## src/rtl/bslse_pkg.sv

```systemverilog
package bslse_pkg;

    // ****************************************
    // Status flag positions
    // ****************************************
    localparam int FLAG_C = 0;
    localparam int FLAG_Z = 1;
    localparam int FLAG_N = 2;
    localparam int FLAG_V = 3;
    localparam int FLAG_S = 4;
    localparam int FLAG_H = 5;
    localparam int FLAG_T = 6;
    localparam int FLAG_I = 7;

    // ****************************************
    // Pointer selects and addressing modes
    // ****************************************
    localparam logic [1:0] PTR_X = 2'h0;
    localparam logic [1:0] PTR_Y = 2'h1;
    localparam logic [1:0] PTR_Z = 2'h2;
    localparam logic [1:0] MODE_PLAIN = 2'h0;
    localparam logic [1:0] MODE_POST_INC = 2'h1;
    localparam logic [1:0] MODE_PRE_DEC = 2'h2;

    // ****************************************
    // Cycle counts and reset values
    // ****************************************
    localparam logic [1:0] CYC_BASE = 2'h1;
    localparam logic [1:0] CYC_BRANCH_TAKEN = 2'h2;
    localparam logic [1:0] CYC_SKIP_ONE_WORD = 2'h2;
    localparam logic [1:0] CYC_SKIP_TWO_WORD = 2'h3;
    localparam logic [15:0] PTR_RESET = 16'h0000;
    localparam logic [15:0] PC_RESET = 16'h0000;
    localparam logic [7:0] BYTE_RESET = 8'h00;

    typedef enum logic [4:0] {
        OP_NOP                     = 5'h00,
        OP_SKIP_IF_REG_BIT_ONE     = 5'h01,
        OP_SKIP_IF_IO_BIT_ZERO     = 5'h02,
        OP_SKIP_IF_IO_BIT_ONE      = 5'h03,
        OP_BRANCH_FLAG_ONE         = 5'h04,
        OP_BRANCH_FLAG_ZERO        = 5'h05,
        OP_BRANCH_EQUAL            = 5'h06,
        OP_BRANCH_NOT_EQUAL        = 5'h07,
        OP_BRANCH_CARRY_ONE        = 5'h08,
        OP_BRANCH_CARRY_ZERO       = 5'h09,
        OP_BRANCH_SAME_OR_HIGHER   = 5'h0A,
        OP_BRANCH_LOWER            = 5'h0B,
        OP_BRANCH_MINUS            = 5'h0C,
        OP_BRANCH_PLUS             = 5'h0D,
        OP_BRANCH_SIGNED_GE        = 5'h0E,
        OP_BRANCH_SIGNED_LT        = 5'h0F,
        OP_BRANCH_HALF_CARRY_ONE   = 5'h10,
        OP_BRANCH_HALF_CARRY_ZERO  = 5'h11,
        OP_BRANCH_TRANSFER_BIT_ONE = 5'h12,
        OP_BRANCH_TRANSFER_BIT_ZERO = 5'h13,
        OP_BRANCH_OVERFLOW_ONE     = 5'h14,
        OP_BRANCH_OVERFLOW_ZERO    = 5'h15,
        OP_BRANCH_IRQ_ENABLED      = 5'h16,
        OP_BRANCH_IRQ_DISABLED     = 5'h17,
        OP_POINTER_LOAD            = 5'h18,
        OP_OFFSET_LOAD             = 5'h19,
        OP_ABSOLUTE_LOAD           = 5'h1A,
        OP_POINTER_STORE           = 5'h1B,
        OP_OFFSET_STORE            = 5'h1C
    } bslse_op_e;

    typedef enum logic [1:0] {
        ST_IDLE = 2'h0,
        ST_WAIT = 2'h1,
        ST_MEM  = 2'h2
    } bslse_state_e;

    typedef struct packed {
        bslse_op_e op;
        logic [1:0] ptr_sel;
        logic [1:0] ptr_mode;
        logic [2:0] bit_idx;
        logic [2:0] flag_idx;
        logic [6:0] k_rel;
        logic [5:0] q_disp;
        logic [15:0] abs_addr;
        logic [15:0] pc;
        logic [7:0] test_byte;
        logic [7:0] src_data;
        logic [4:0] dst_idx;
        logic next_two_words;
    } bslse_instr_s;

    typedef struct packed {
        logic en;
        logic [1:0] sel;
        logic [15:0] data;
    } bslse_ptr_wr_s;

endpackage

```

## src/rtl/bslse_exec.sv

```systemverilog
`timescale 1ns/1ps
module bslse_exec (
    input wire logic clk,
    input wire logic rstn,
    input wire logic issue,
    input wire bslse_pkg::bslse_instr_s instr,
    input wire logic [7:0] status_flags,
    input wire bslse_pkg::bslse_ptr_wr_s ptr_wr,
    input wire logic [7:0] mem_rdata,
    output logic ready,
    output logic done,
    output logic [15:0] pc_out,
    output logic mem_req,
    output logic mem_we,
    output logic [15:0] mem_addr,
    output logic [7:0] mem_wdata,
    output logic load_we,
    output logic [4:0] load_dst,
    output logic [7:0] load_data,
    output logic [2:0][15:0] ptrs
);

    // ****************************************
    // Decode helpers
    // ****************************************
    function automatic logic branch_cond(input bslse_pkg::bslse_op_e op, input logic [2:0] s,
                                         input logic [7:0] f);
        case (op)
            bslse_pkg::OP_BRANCH_FLAG_ONE: branch_cond = f[s];
            bslse_pkg::OP_BRANCH_FLAG_ZERO: branch_cond = !f[s];
            bslse_pkg::OP_BRANCH_EQUAL: branch_cond = f[bslse_pkg::FLAG_Z];
            bslse_pkg::OP_BRANCH_NOT_EQUAL: branch_cond = !f[bslse_pkg::FLAG_Z];
            bslse_pkg::OP_BRANCH_CARRY_ONE,
            bslse_pkg::OP_BRANCH_LOWER: branch_cond = f[bslse_pkg::FLAG_C];
            bslse_pkg::OP_BRANCH_CARRY_ZERO,
            bslse_pkg::OP_BRANCH_SAME_OR_HIGHER: branch_cond = !f[bslse_pkg::FLAG_C];
            bslse_pkg::OP_BRANCH_MINUS: branch_cond = f[bslse_pkg::FLAG_N];
            bslse_pkg::OP_BRANCH_PLUS: branch_cond = !f[bslse_pkg::FLAG_N];
            bslse_pkg::OP_BRANCH_SIGNED_GE:
                branch_cond = !(f[bslse_pkg::FLAG_N] ^ f[bslse_pkg::FLAG_V]);
            bslse_pkg::OP_BRANCH_SIGNED_LT:
                branch_cond = f[bslse_pkg::FLAG_N] ^ f[bslse_pkg::FLAG_V];
            bslse_pkg::OP_BRANCH_HALF_CARRY_ONE: branch_cond = f[bslse_pkg::FLAG_H];
            bslse_pkg::OP_BRANCH_HALF_CARRY_ZERO: branch_cond = !f[bslse_pkg::FLAG_H];
            bslse_pkg::OP_BRANCH_TRANSFER_BIT_ONE: branch_cond = f[bslse_pkg::FLAG_T];
            bslse_pkg::OP_BRANCH_TRANSFER_BIT_ZERO: branch_cond = !f[bslse_pkg::FLAG_T];
            bslse_pkg::OP_BRANCH_OVERFLOW_ONE: branch_cond = f[bslse_pkg::FLAG_V];
            bslse_pkg::OP_BRANCH_OVERFLOW_ZERO: branch_cond = !f[bslse_pkg::FLAG_V];
            bslse_pkg::OP_BRANCH_IRQ_ENABLED: branch_cond = f[bslse_pkg::FLAG_I];
            bslse_pkg::OP_BRANCH_IRQ_DISABLED: branch_cond = !f[bslse_pkg::FLAG_I];
            default: branch_cond = 1'b0;
        endcase
    endfunction

    function automatic logic [1:0] ptr_index(input logic [1:0] sel, input logic offset_form);
        if (sel == bslse_pkg::PTR_X) begin
            ptr_index = offset_form ? bslse_pkg::PTR_Y : bslse_pkg::PTR_X;
        end else if (sel == bslse_pkg::PTR_Y) begin
            ptr_index = bslse_pkg::PTR_Y;
        end else begin
            ptr_index = bslse_pkg::PTR_Z;
        end
    endfunction

    // ****************************************
    // State
    // ****************************************
    bslse_pkg::bslse_state_e state_reg, state_next;
    logic [1:0] cnt_reg, cnt_next;
    logic ready_reg, ready_next;
    logic done_reg, done_next;
    logic [15:0] pc_reg, pc_next;
    logic mem_req_reg, mem_req_next;
    logic mem_we_reg, mem_we_next;
    logic [15:0] mem_addr_reg, mem_addr_next;
    logic [7:0] mem_wdata_reg, mem_wdata_next;
    logic load_we_reg, load_we_next;
    logic [4:0] load_dst_reg, load_dst_next;
    logic [7:0] load_data_reg, load_data_next;
    logic [2:0][15:0] ptr_reg, ptr_next;

    logic accept;
    logic is_branch;
    logic is_skip;
    logic is_mem;
    logic is_offset;
    logic taken;
    logic skip_hit;
    logic [1:0] sel_idx;
    logic [15:0] sel_ptr;
    logic [15:0] br_tgt;
    logic [15:0] skip_tgt;
    logic [15:0] seq_pc;

    // ****************************************
    // Next-state logic
    // ****************************************
    always_comb begin
        accept = issue && ready_reg && (state_reg == bslse_pkg::ST_IDLE);
        is_branch = (instr.op >= bslse_pkg::OP_BRANCH_FLAG_ONE) && (instr.op <= bslse_pkg::OP_BRANCH_IRQ_DISABLED);
        is_skip = (instr.op >= bslse_pkg::OP_SKIP_IF_REG_BIT_ONE) && (instr.op <= bslse_pkg::OP_SKIP_IF_IO_BIT_ONE);
        is_mem = (instr.op >= bslse_pkg::OP_POINTER_LOAD) && (instr.op <= bslse_pkg::OP_OFFSET_STORE);
        is_offset = (instr.op == bslse_pkg::OP_OFFSET_LOAD) || (instr.op == bslse_pkg::OP_OFFSET_STORE);
        taken = branch_cond(instr.op, instr.flag_idx, status_flags);
        skip_hit = (instr.op == bslse_pkg::OP_SKIP_IF_IO_BIT_ZERO) ? !instr.test_byte[instr.bit_idx]
                                                                  : instr.test_byte[instr.bit_idx];
        sel_idx = ptr_index(instr.ptr_sel, is_offset);
        sel_ptr = ptr_reg[sel_idx];
        seq_pc = instr.pc + 16'h0001;
        br_tgt = instr.pc + {{9{instr.k_rel[6]}}, instr.k_rel} + 16'h0001;
        skip_tgt = instr.pc + (instr.next_two_words ? 16'h0003 : 16'h0002);

        state_next = state_reg;
        cnt_next = cnt_reg;
        ready_next = 1'b1;
        done_next = 1'b0;
        pc_next = pc_reg;
        mem_req_next = 1'b0;
        mem_we_next = mem_we_reg;
        mem_addr_next = mem_addr_reg;
        mem_wdata_next = mem_wdata_reg;
        load_we_next = 1'b0;
        load_dst_next = load_dst_reg;
        load_data_next = load_data_reg;
        ptr_next = ptr_reg;
        if (ptr_wr.en) begin
            ptr_next[ptr_index(ptr_wr.sel, 1'b0)] = ptr_wr.data;
        end

        unique case (state_reg)
            bslse_pkg::ST_IDLE: begin
                if (accept) begin
                    pc_next = seq_pc;
                    cnt_next = bslse_pkg::CYC_BASE;
                    if (is_branch && taken) begin
                        pc_next = br_tgt;
                        cnt_next = bslse_pkg::CYC_BRANCH_TAKEN;
                    end else if (is_skip && skip_hit) begin
                        pc_next = skip_tgt;
                        cnt_next = instr.next_two_words ? bslse_pkg::CYC_SKIP_TWO_WORD
                                                        : bslse_pkg::CYC_SKIP_ONE_WORD;
                    end
                    if (is_mem) begin
                        state_next = bslse_pkg::ST_MEM;
                        ready_next = 1'b0;
                        mem_req_next = 1'b1;
                        mem_we_next = (instr.op == bslse_pkg::OP_POINTER_STORE) ||
                                      (instr.op == bslse_pkg::OP_OFFSET_STORE);
                        mem_wdata_next = instr.src_data;
                        load_dst_next = instr.dst_idx;
                        if (instr.op == bslse_pkg::OP_ABSOLUTE_LOAD) begin
                            mem_addr_next = instr.abs_addr;
                        end else if (is_offset) begin
                            mem_addr_next = sel_ptr + {10'h000, instr.q_disp};
                        end else if (instr.ptr_mode == bslse_pkg::MODE_PRE_DEC) begin
                            mem_addr_next = sel_ptr - 16'h0001;
                            ptr_next[sel_idx] = sel_ptr - 16'h0001;
                        end else begin
                            mem_addr_next = sel_ptr;
                            if (instr.ptr_mode == bslse_pkg::MODE_POST_INC) begin
                                ptr_next[sel_idx] = sel_ptr + 16'h0001;
                            end
                        end
                    end else if (cnt_next == bslse_pkg::CYC_BASE) begin
                        done_next = 1'b1;
                    end else begin
                        state_next = bslse_pkg::ST_WAIT;
                        ready_next = 1'b0;
                        cnt_next = cnt_next - 2'h1;
                    end
                end
            end
            bslse_pkg::ST_WAIT: begin
                if (cnt_reg == bslse_pkg::CYC_BASE) begin
                    state_next = bslse_pkg::ST_IDLE;
                    done_next = 1'b1;
                end else begin
                    ready_next = 1'b0;
                    cnt_next = cnt_reg - 2'h1;
                end
            end
            bslse_pkg::ST_MEM: begin
                state_next = bslse_pkg::ST_IDLE;
                done_next = 1'b1;
                if (!mem_we_reg) begin
                    load_we_next = 1'b1;
                    load_data_next = mem_rdata;
                end
            end
            default: begin
                state_next = bslse_pkg::ST_IDLE;
            end
        endcase
    end

    // ****************************************
    // Registers
    // ****************************************
    always_ff @(posedge clk) begin
        if (!rstn) begin
            state_reg <= bslse_pkg::ST_IDLE;
            cnt_reg <= bslse_pkg::CYC_BASE;
            ready_reg <= 1'b0;
            done_reg <= 1'b0;
            pc_reg <= bslse_pkg::PC_RESET;
            mem_req_reg <= 1'b0;
            mem_we_reg <= 1'b0;
            mem_addr_reg <= bslse_pkg::PTR_RESET;
            mem_wdata_reg <= bslse_pkg::BYTE_RESET;
            load_we_reg <= 1'b0;
            load_dst_reg <= 5'h00;
            load_data_reg <= bslse_pkg::BYTE_RESET;
            ptr_reg <= {3{bslse_pkg::PTR_RESET}};
        end else begin
            state_reg <= state_next;
            cnt_reg <= cnt_next;
            ready_reg <= ready_next;
            done_reg <= done_next;
            pc_reg <= pc_next;
            mem_req_reg <= mem_req_next;
            mem_we_reg <= mem_we_next;
            mem_addr_reg <= mem_addr_next;
            mem_wdata_reg <= mem_wdata_next;
            load_we_reg <= load_we_next;
            load_dst_reg <= load_dst_next;
            load_data_reg <= load_data_next;
            ptr_reg <= ptr_next;
        end
    end

    assign ready = ready_reg;
    assign done = done_reg;
    assign pc_out = pc_reg;
    assign mem_req = mem_req_reg;
    assign mem_we = mem_we_reg;
    assign mem_addr = mem_addr_reg;
    assign mem_wdata = mem_wdata_reg;
    assign load_we = load_we_reg;
    assign load_dst = load_dst_reg;
    assign load_data = load_data_reg;
    assign ptrs = ptr_reg;
endmodule

```

## config.mk

```make
export PLATFORM = sky130hd
export DESIGN_NAME = bslse_exec
export DESIGN_NICKNAME = d
export VERILOG_FILES = /design/src/rtl/bslse_pkg.sv /design/src/rtl/bslse_exec.sv
export SDC_FILE = /design/constraint.sdc
export NUM_CORES = 1
export LEC_CHECK = 0
export ABC_AREA = 0
export BUFFER_PORTS_ARGS = -buffer_cell sky130_fd_sc_hd__buf_2
export CORE_AREA = 2 2 169 171
export CTS_BUF_LIST = sky130_fd_sc_hd__clkbuf_4 sky130_fd_sc_hd__clkbuf_8
export DETAILED_ROUTE_END_ITERATION = 12
export DIE_AREA = 0 0 171 173
export SLEW_MARGIN = 20
export SYNTH_ARGS = -nofsm -noshare
export SYNTH_HDL_FRONTEND = slang
export SYNTH_SLANG_ARGS = --single-unit
```

## constraint.sdc

```tcl
create_clock -name clk -period 3.15 [get_ports clk]
set_input_delay 0.1575 -clock clk [delete_from_list [all_inputs] [get_ports clk]]
set_output_delay 0.1575 -clock clk [all_outputs]
set_load 0.02 [all_outputs]
```

==> out/qor.csv <==
metric;value;unit
fin_area;11500;sq um
cts_made_buffers;9;
synthDistinctLibCells;83;
fin_nets;1604;
synthFlopType;dfxtp_1;
synthCells;1179;
post-place-ws;-0.107;ns
rows;61;
grt_max_degree;56;
end_kind;register;
async_reset_ff_share;0;%
final_antenna_net_count;0;
drv_cap;0;
layout.cells.non_filler;1837;
ir_drop;223;uV
crit_fanout;3;
clk_pin_slew_worst_paths;0.12;ns
hold_class;input port to register;
start_util;32.7;%
worst_slack;0.0919;ns
setup_tns;0;ns
critPathMaxStageDelay;0.48;ns
ys_warn_count;0;
crit_buf_inv;1;
firstDrtPassIters;5;
final_layout_size_suffix_gt1_share;28.2;%
placed_cell_area;11100;sq um
crit_path_frequent_cell;a21oi_1;
synth-seq-cells;110;
post-route-util;41.8;%
ys_top_cells_by_area;dfxtp_1 24%, mux2i_1 6.1%, nand2_1 5.7%;
cp.required;3.42;ns
ys_seq_area_share;24.4;%
mappedNetlistNets;1330;
multiInputGateArea;6510;sq um
fillers;2912;
vias_per_cell;5.61;
wl;37.5;mm
status;complete, no violations;
hold_viol;0;
wl_per_cell;20.4;microns
cts_max_level;3;
post-dp-hpwl;29.3;mm
die-width;171;microns
fmax;327;MHz
gp_congestion;0.947;
grt_pass1_wl;57.1;mm
die_y;173;microns
dpl.cell_count;1795;
worstMarginPinSlew;0.918;ns
syn_avg_cell_area;7.67;sq um
route.detailed.drc;0;
largest_reg_flops;48;
p_per_area;338;nW/um^2
arrival;3.33;ns
syn_area;9040;sq um
worstPathCellList;nor2b_2 > a32oi_2 > o211ai_4 > ha_2 > inv_1 > fa_2 > nor2b_4 > o31a_1 > o21ai_2 > a21oi_1 > or4b_4 > o31ai_2 > mux2i_1 > a21oi_1;
period_share;97.1;%
setup_viol;0;
antenna_found_initial;3;
start_kind;register;
core;27600;sq um
grt_pass1_vias;9755;
min_period;3.06;ns
io_pins;226;
seq_area;2200;sq um
fin_skew;0.0156;ns
grt_util_all_layers;24.6;%
crit_type;register to register;
maxSlewHeadroom;38.5;%
p_leak;4.94;nW
drt-initial-drc-count;893;
cpMaxStageDelayCell;or4b_4;
dieArea;29600;sq um
cts_sinks;110;
synth_area_leader_cell;dfxtp_1;
critPathTopFamily;compound AO/OA/AOI/OAI gates;
cts-root-buf;clkbuf_8;
synth_top_area_share;24.4;%
synth_edf_count;0;
cts.path.max_buffers;2;
grt-ovfl-total;0;
area_growth;27.8;%
clk_latency;0.41;ns
rsz0062_at_grt;true;
num_vias;10311;
cts_tree;built;
slew_violations;0;
portBuffers;225;
[cells by family (layout without fill, tap and decap cells)]
group | Yosys count | after routing | share of synthesized area [%]
buffers and inverters | 102 | 381 | 4.76
other | 0 | 1 | 0
DFF | 110 | 110 | 24.4
adders and majority gates | 31 | 31 | 4.54
xor gates and xnor gates | 74 | 74 | 7.34
and+or+nand+nor | 425 | 425 | 22.7
muxes | 72 | 72 | 8.71
AOI/OAI and AO/OA | 365 | 365 | 27.6
[cell usage after synthesis (4+ instances only)]
cell type	instances
a211o_1	4
and3_1	8
o211ai_4	4
clkbuf_1	54
a21o_1	7
inv_1	23
mux2_2	13
nand2b_1	9
mux4_2	4
nor4_2	5
o221ai_1	5
o21a_1	5
nand3_1	47
and2_1	6
xor2_1	28
a211oi_1	14
nand2_1	138
o211a_1	6
ha_1	28
nor3_1	30
mux2i_1	55
nor2b_1	24
o31ai_1	11
a31oi_1	17
xnor2_1	44
o21ai_0	89
o22ai_1	8
nand4_1	18
nand3b_1	5
a32oi_1	17
buf_2	17
o211ai_1	28
a21oi_1	93
dfxtp_1	110
o211ai_2	11
nor2_1	108
[cell type report]
class	instances	share of cell area [%]
multi-input combinational	967	56.4
sequential	110	19.1
timing repair buffer	342	18.0
tap	378	4.09
clock buffer	10	1.19
inverter	23	0.747
clock inverter	6	0.477
antenna	1	0.0217
[metal layers]
layer,share of wire [%],routed length (microns),GRT usage (%),vias to the layer above
li1,-,-,-,4895
met1,44,16400,33.2,4845
met2,44,16700,38.6,509
met3,9.8,3690,6.89,58
met4,2.0,744,6.25,4
met5,0.043,16,0,-
[path summary, 6_finish.rpt]
check / slack, ns / from / endpoint / depth (start not counted)
max: 0.09 / ptrs[16] / mem_addr[14] / 14
min: 0.02 / instr[10] / mem_wdata[4] / 3
max reg2reg: 0.09 / ptrs[16] / mem_addr[14] / 14
min reg2reg: 0.46 / load_dst[1] / load_dst[1] / 2
[timing repair]
action                                  CTS  global route
hold buffers                             20             0
endpoints found under the setup margin    2             4
resized for setup                         2            11
pin swaps                                 0             8
endpoints found under the hold margin    20             0
buffers inserted                          0             5
[through the flow]
stage / power (mW) / hold slack [ns]
after detailed placement: 2.98 / 0.402
after CTS: 3.90 / 0.00115
after floorplan: 2.42 / 0.294
after global placement: 2.97 / 0.391
after global routing: 4.11 / 0.0241
final: 3.91 / 0.0196
[power breakdown]
group          switching (mW)  internal (mW)  total [mW]
combinational           0.915          0.585        1.50
sequential             0.0562           1.46        1.51
clock                   0.572          0.325       0.897
[tightest hold or removal path, cell delays in order]
cell,delay [ns]
buf_2,0.10
nand2_1,0.06
a21oi_1,0.06
[cell usage in the layout, fill, tap and decap left out, types with 10 or more instances in the layout]
cell type,netlist,final
buf_2,17,225
nand2_1,138,138
dfxtp_1,110,108
nor2_1,108,107
buf_4,3,95
a21oi_1,93,93
o21ai_0,89,88
mux2i_1,55,55
nand3_1,47,47
xnor2_1,44,43
o211ai_1,28,28
xor2_1,28,28
nor3_1,30,28
ha_1,28,27
inv_1,23,22
nor2b_1,24,22
dlygate4sd3_1,0,20
nand4_1,18,18
a31oi_1,17,17
a32oi_1,17,16
a211oi_1,14,14
mux2_2,13,13
o211ai_2,11,11
o31ai_1,11,10
clkbuf_8,0,10
Note: power is estimated with default switching activity, not from simulation.
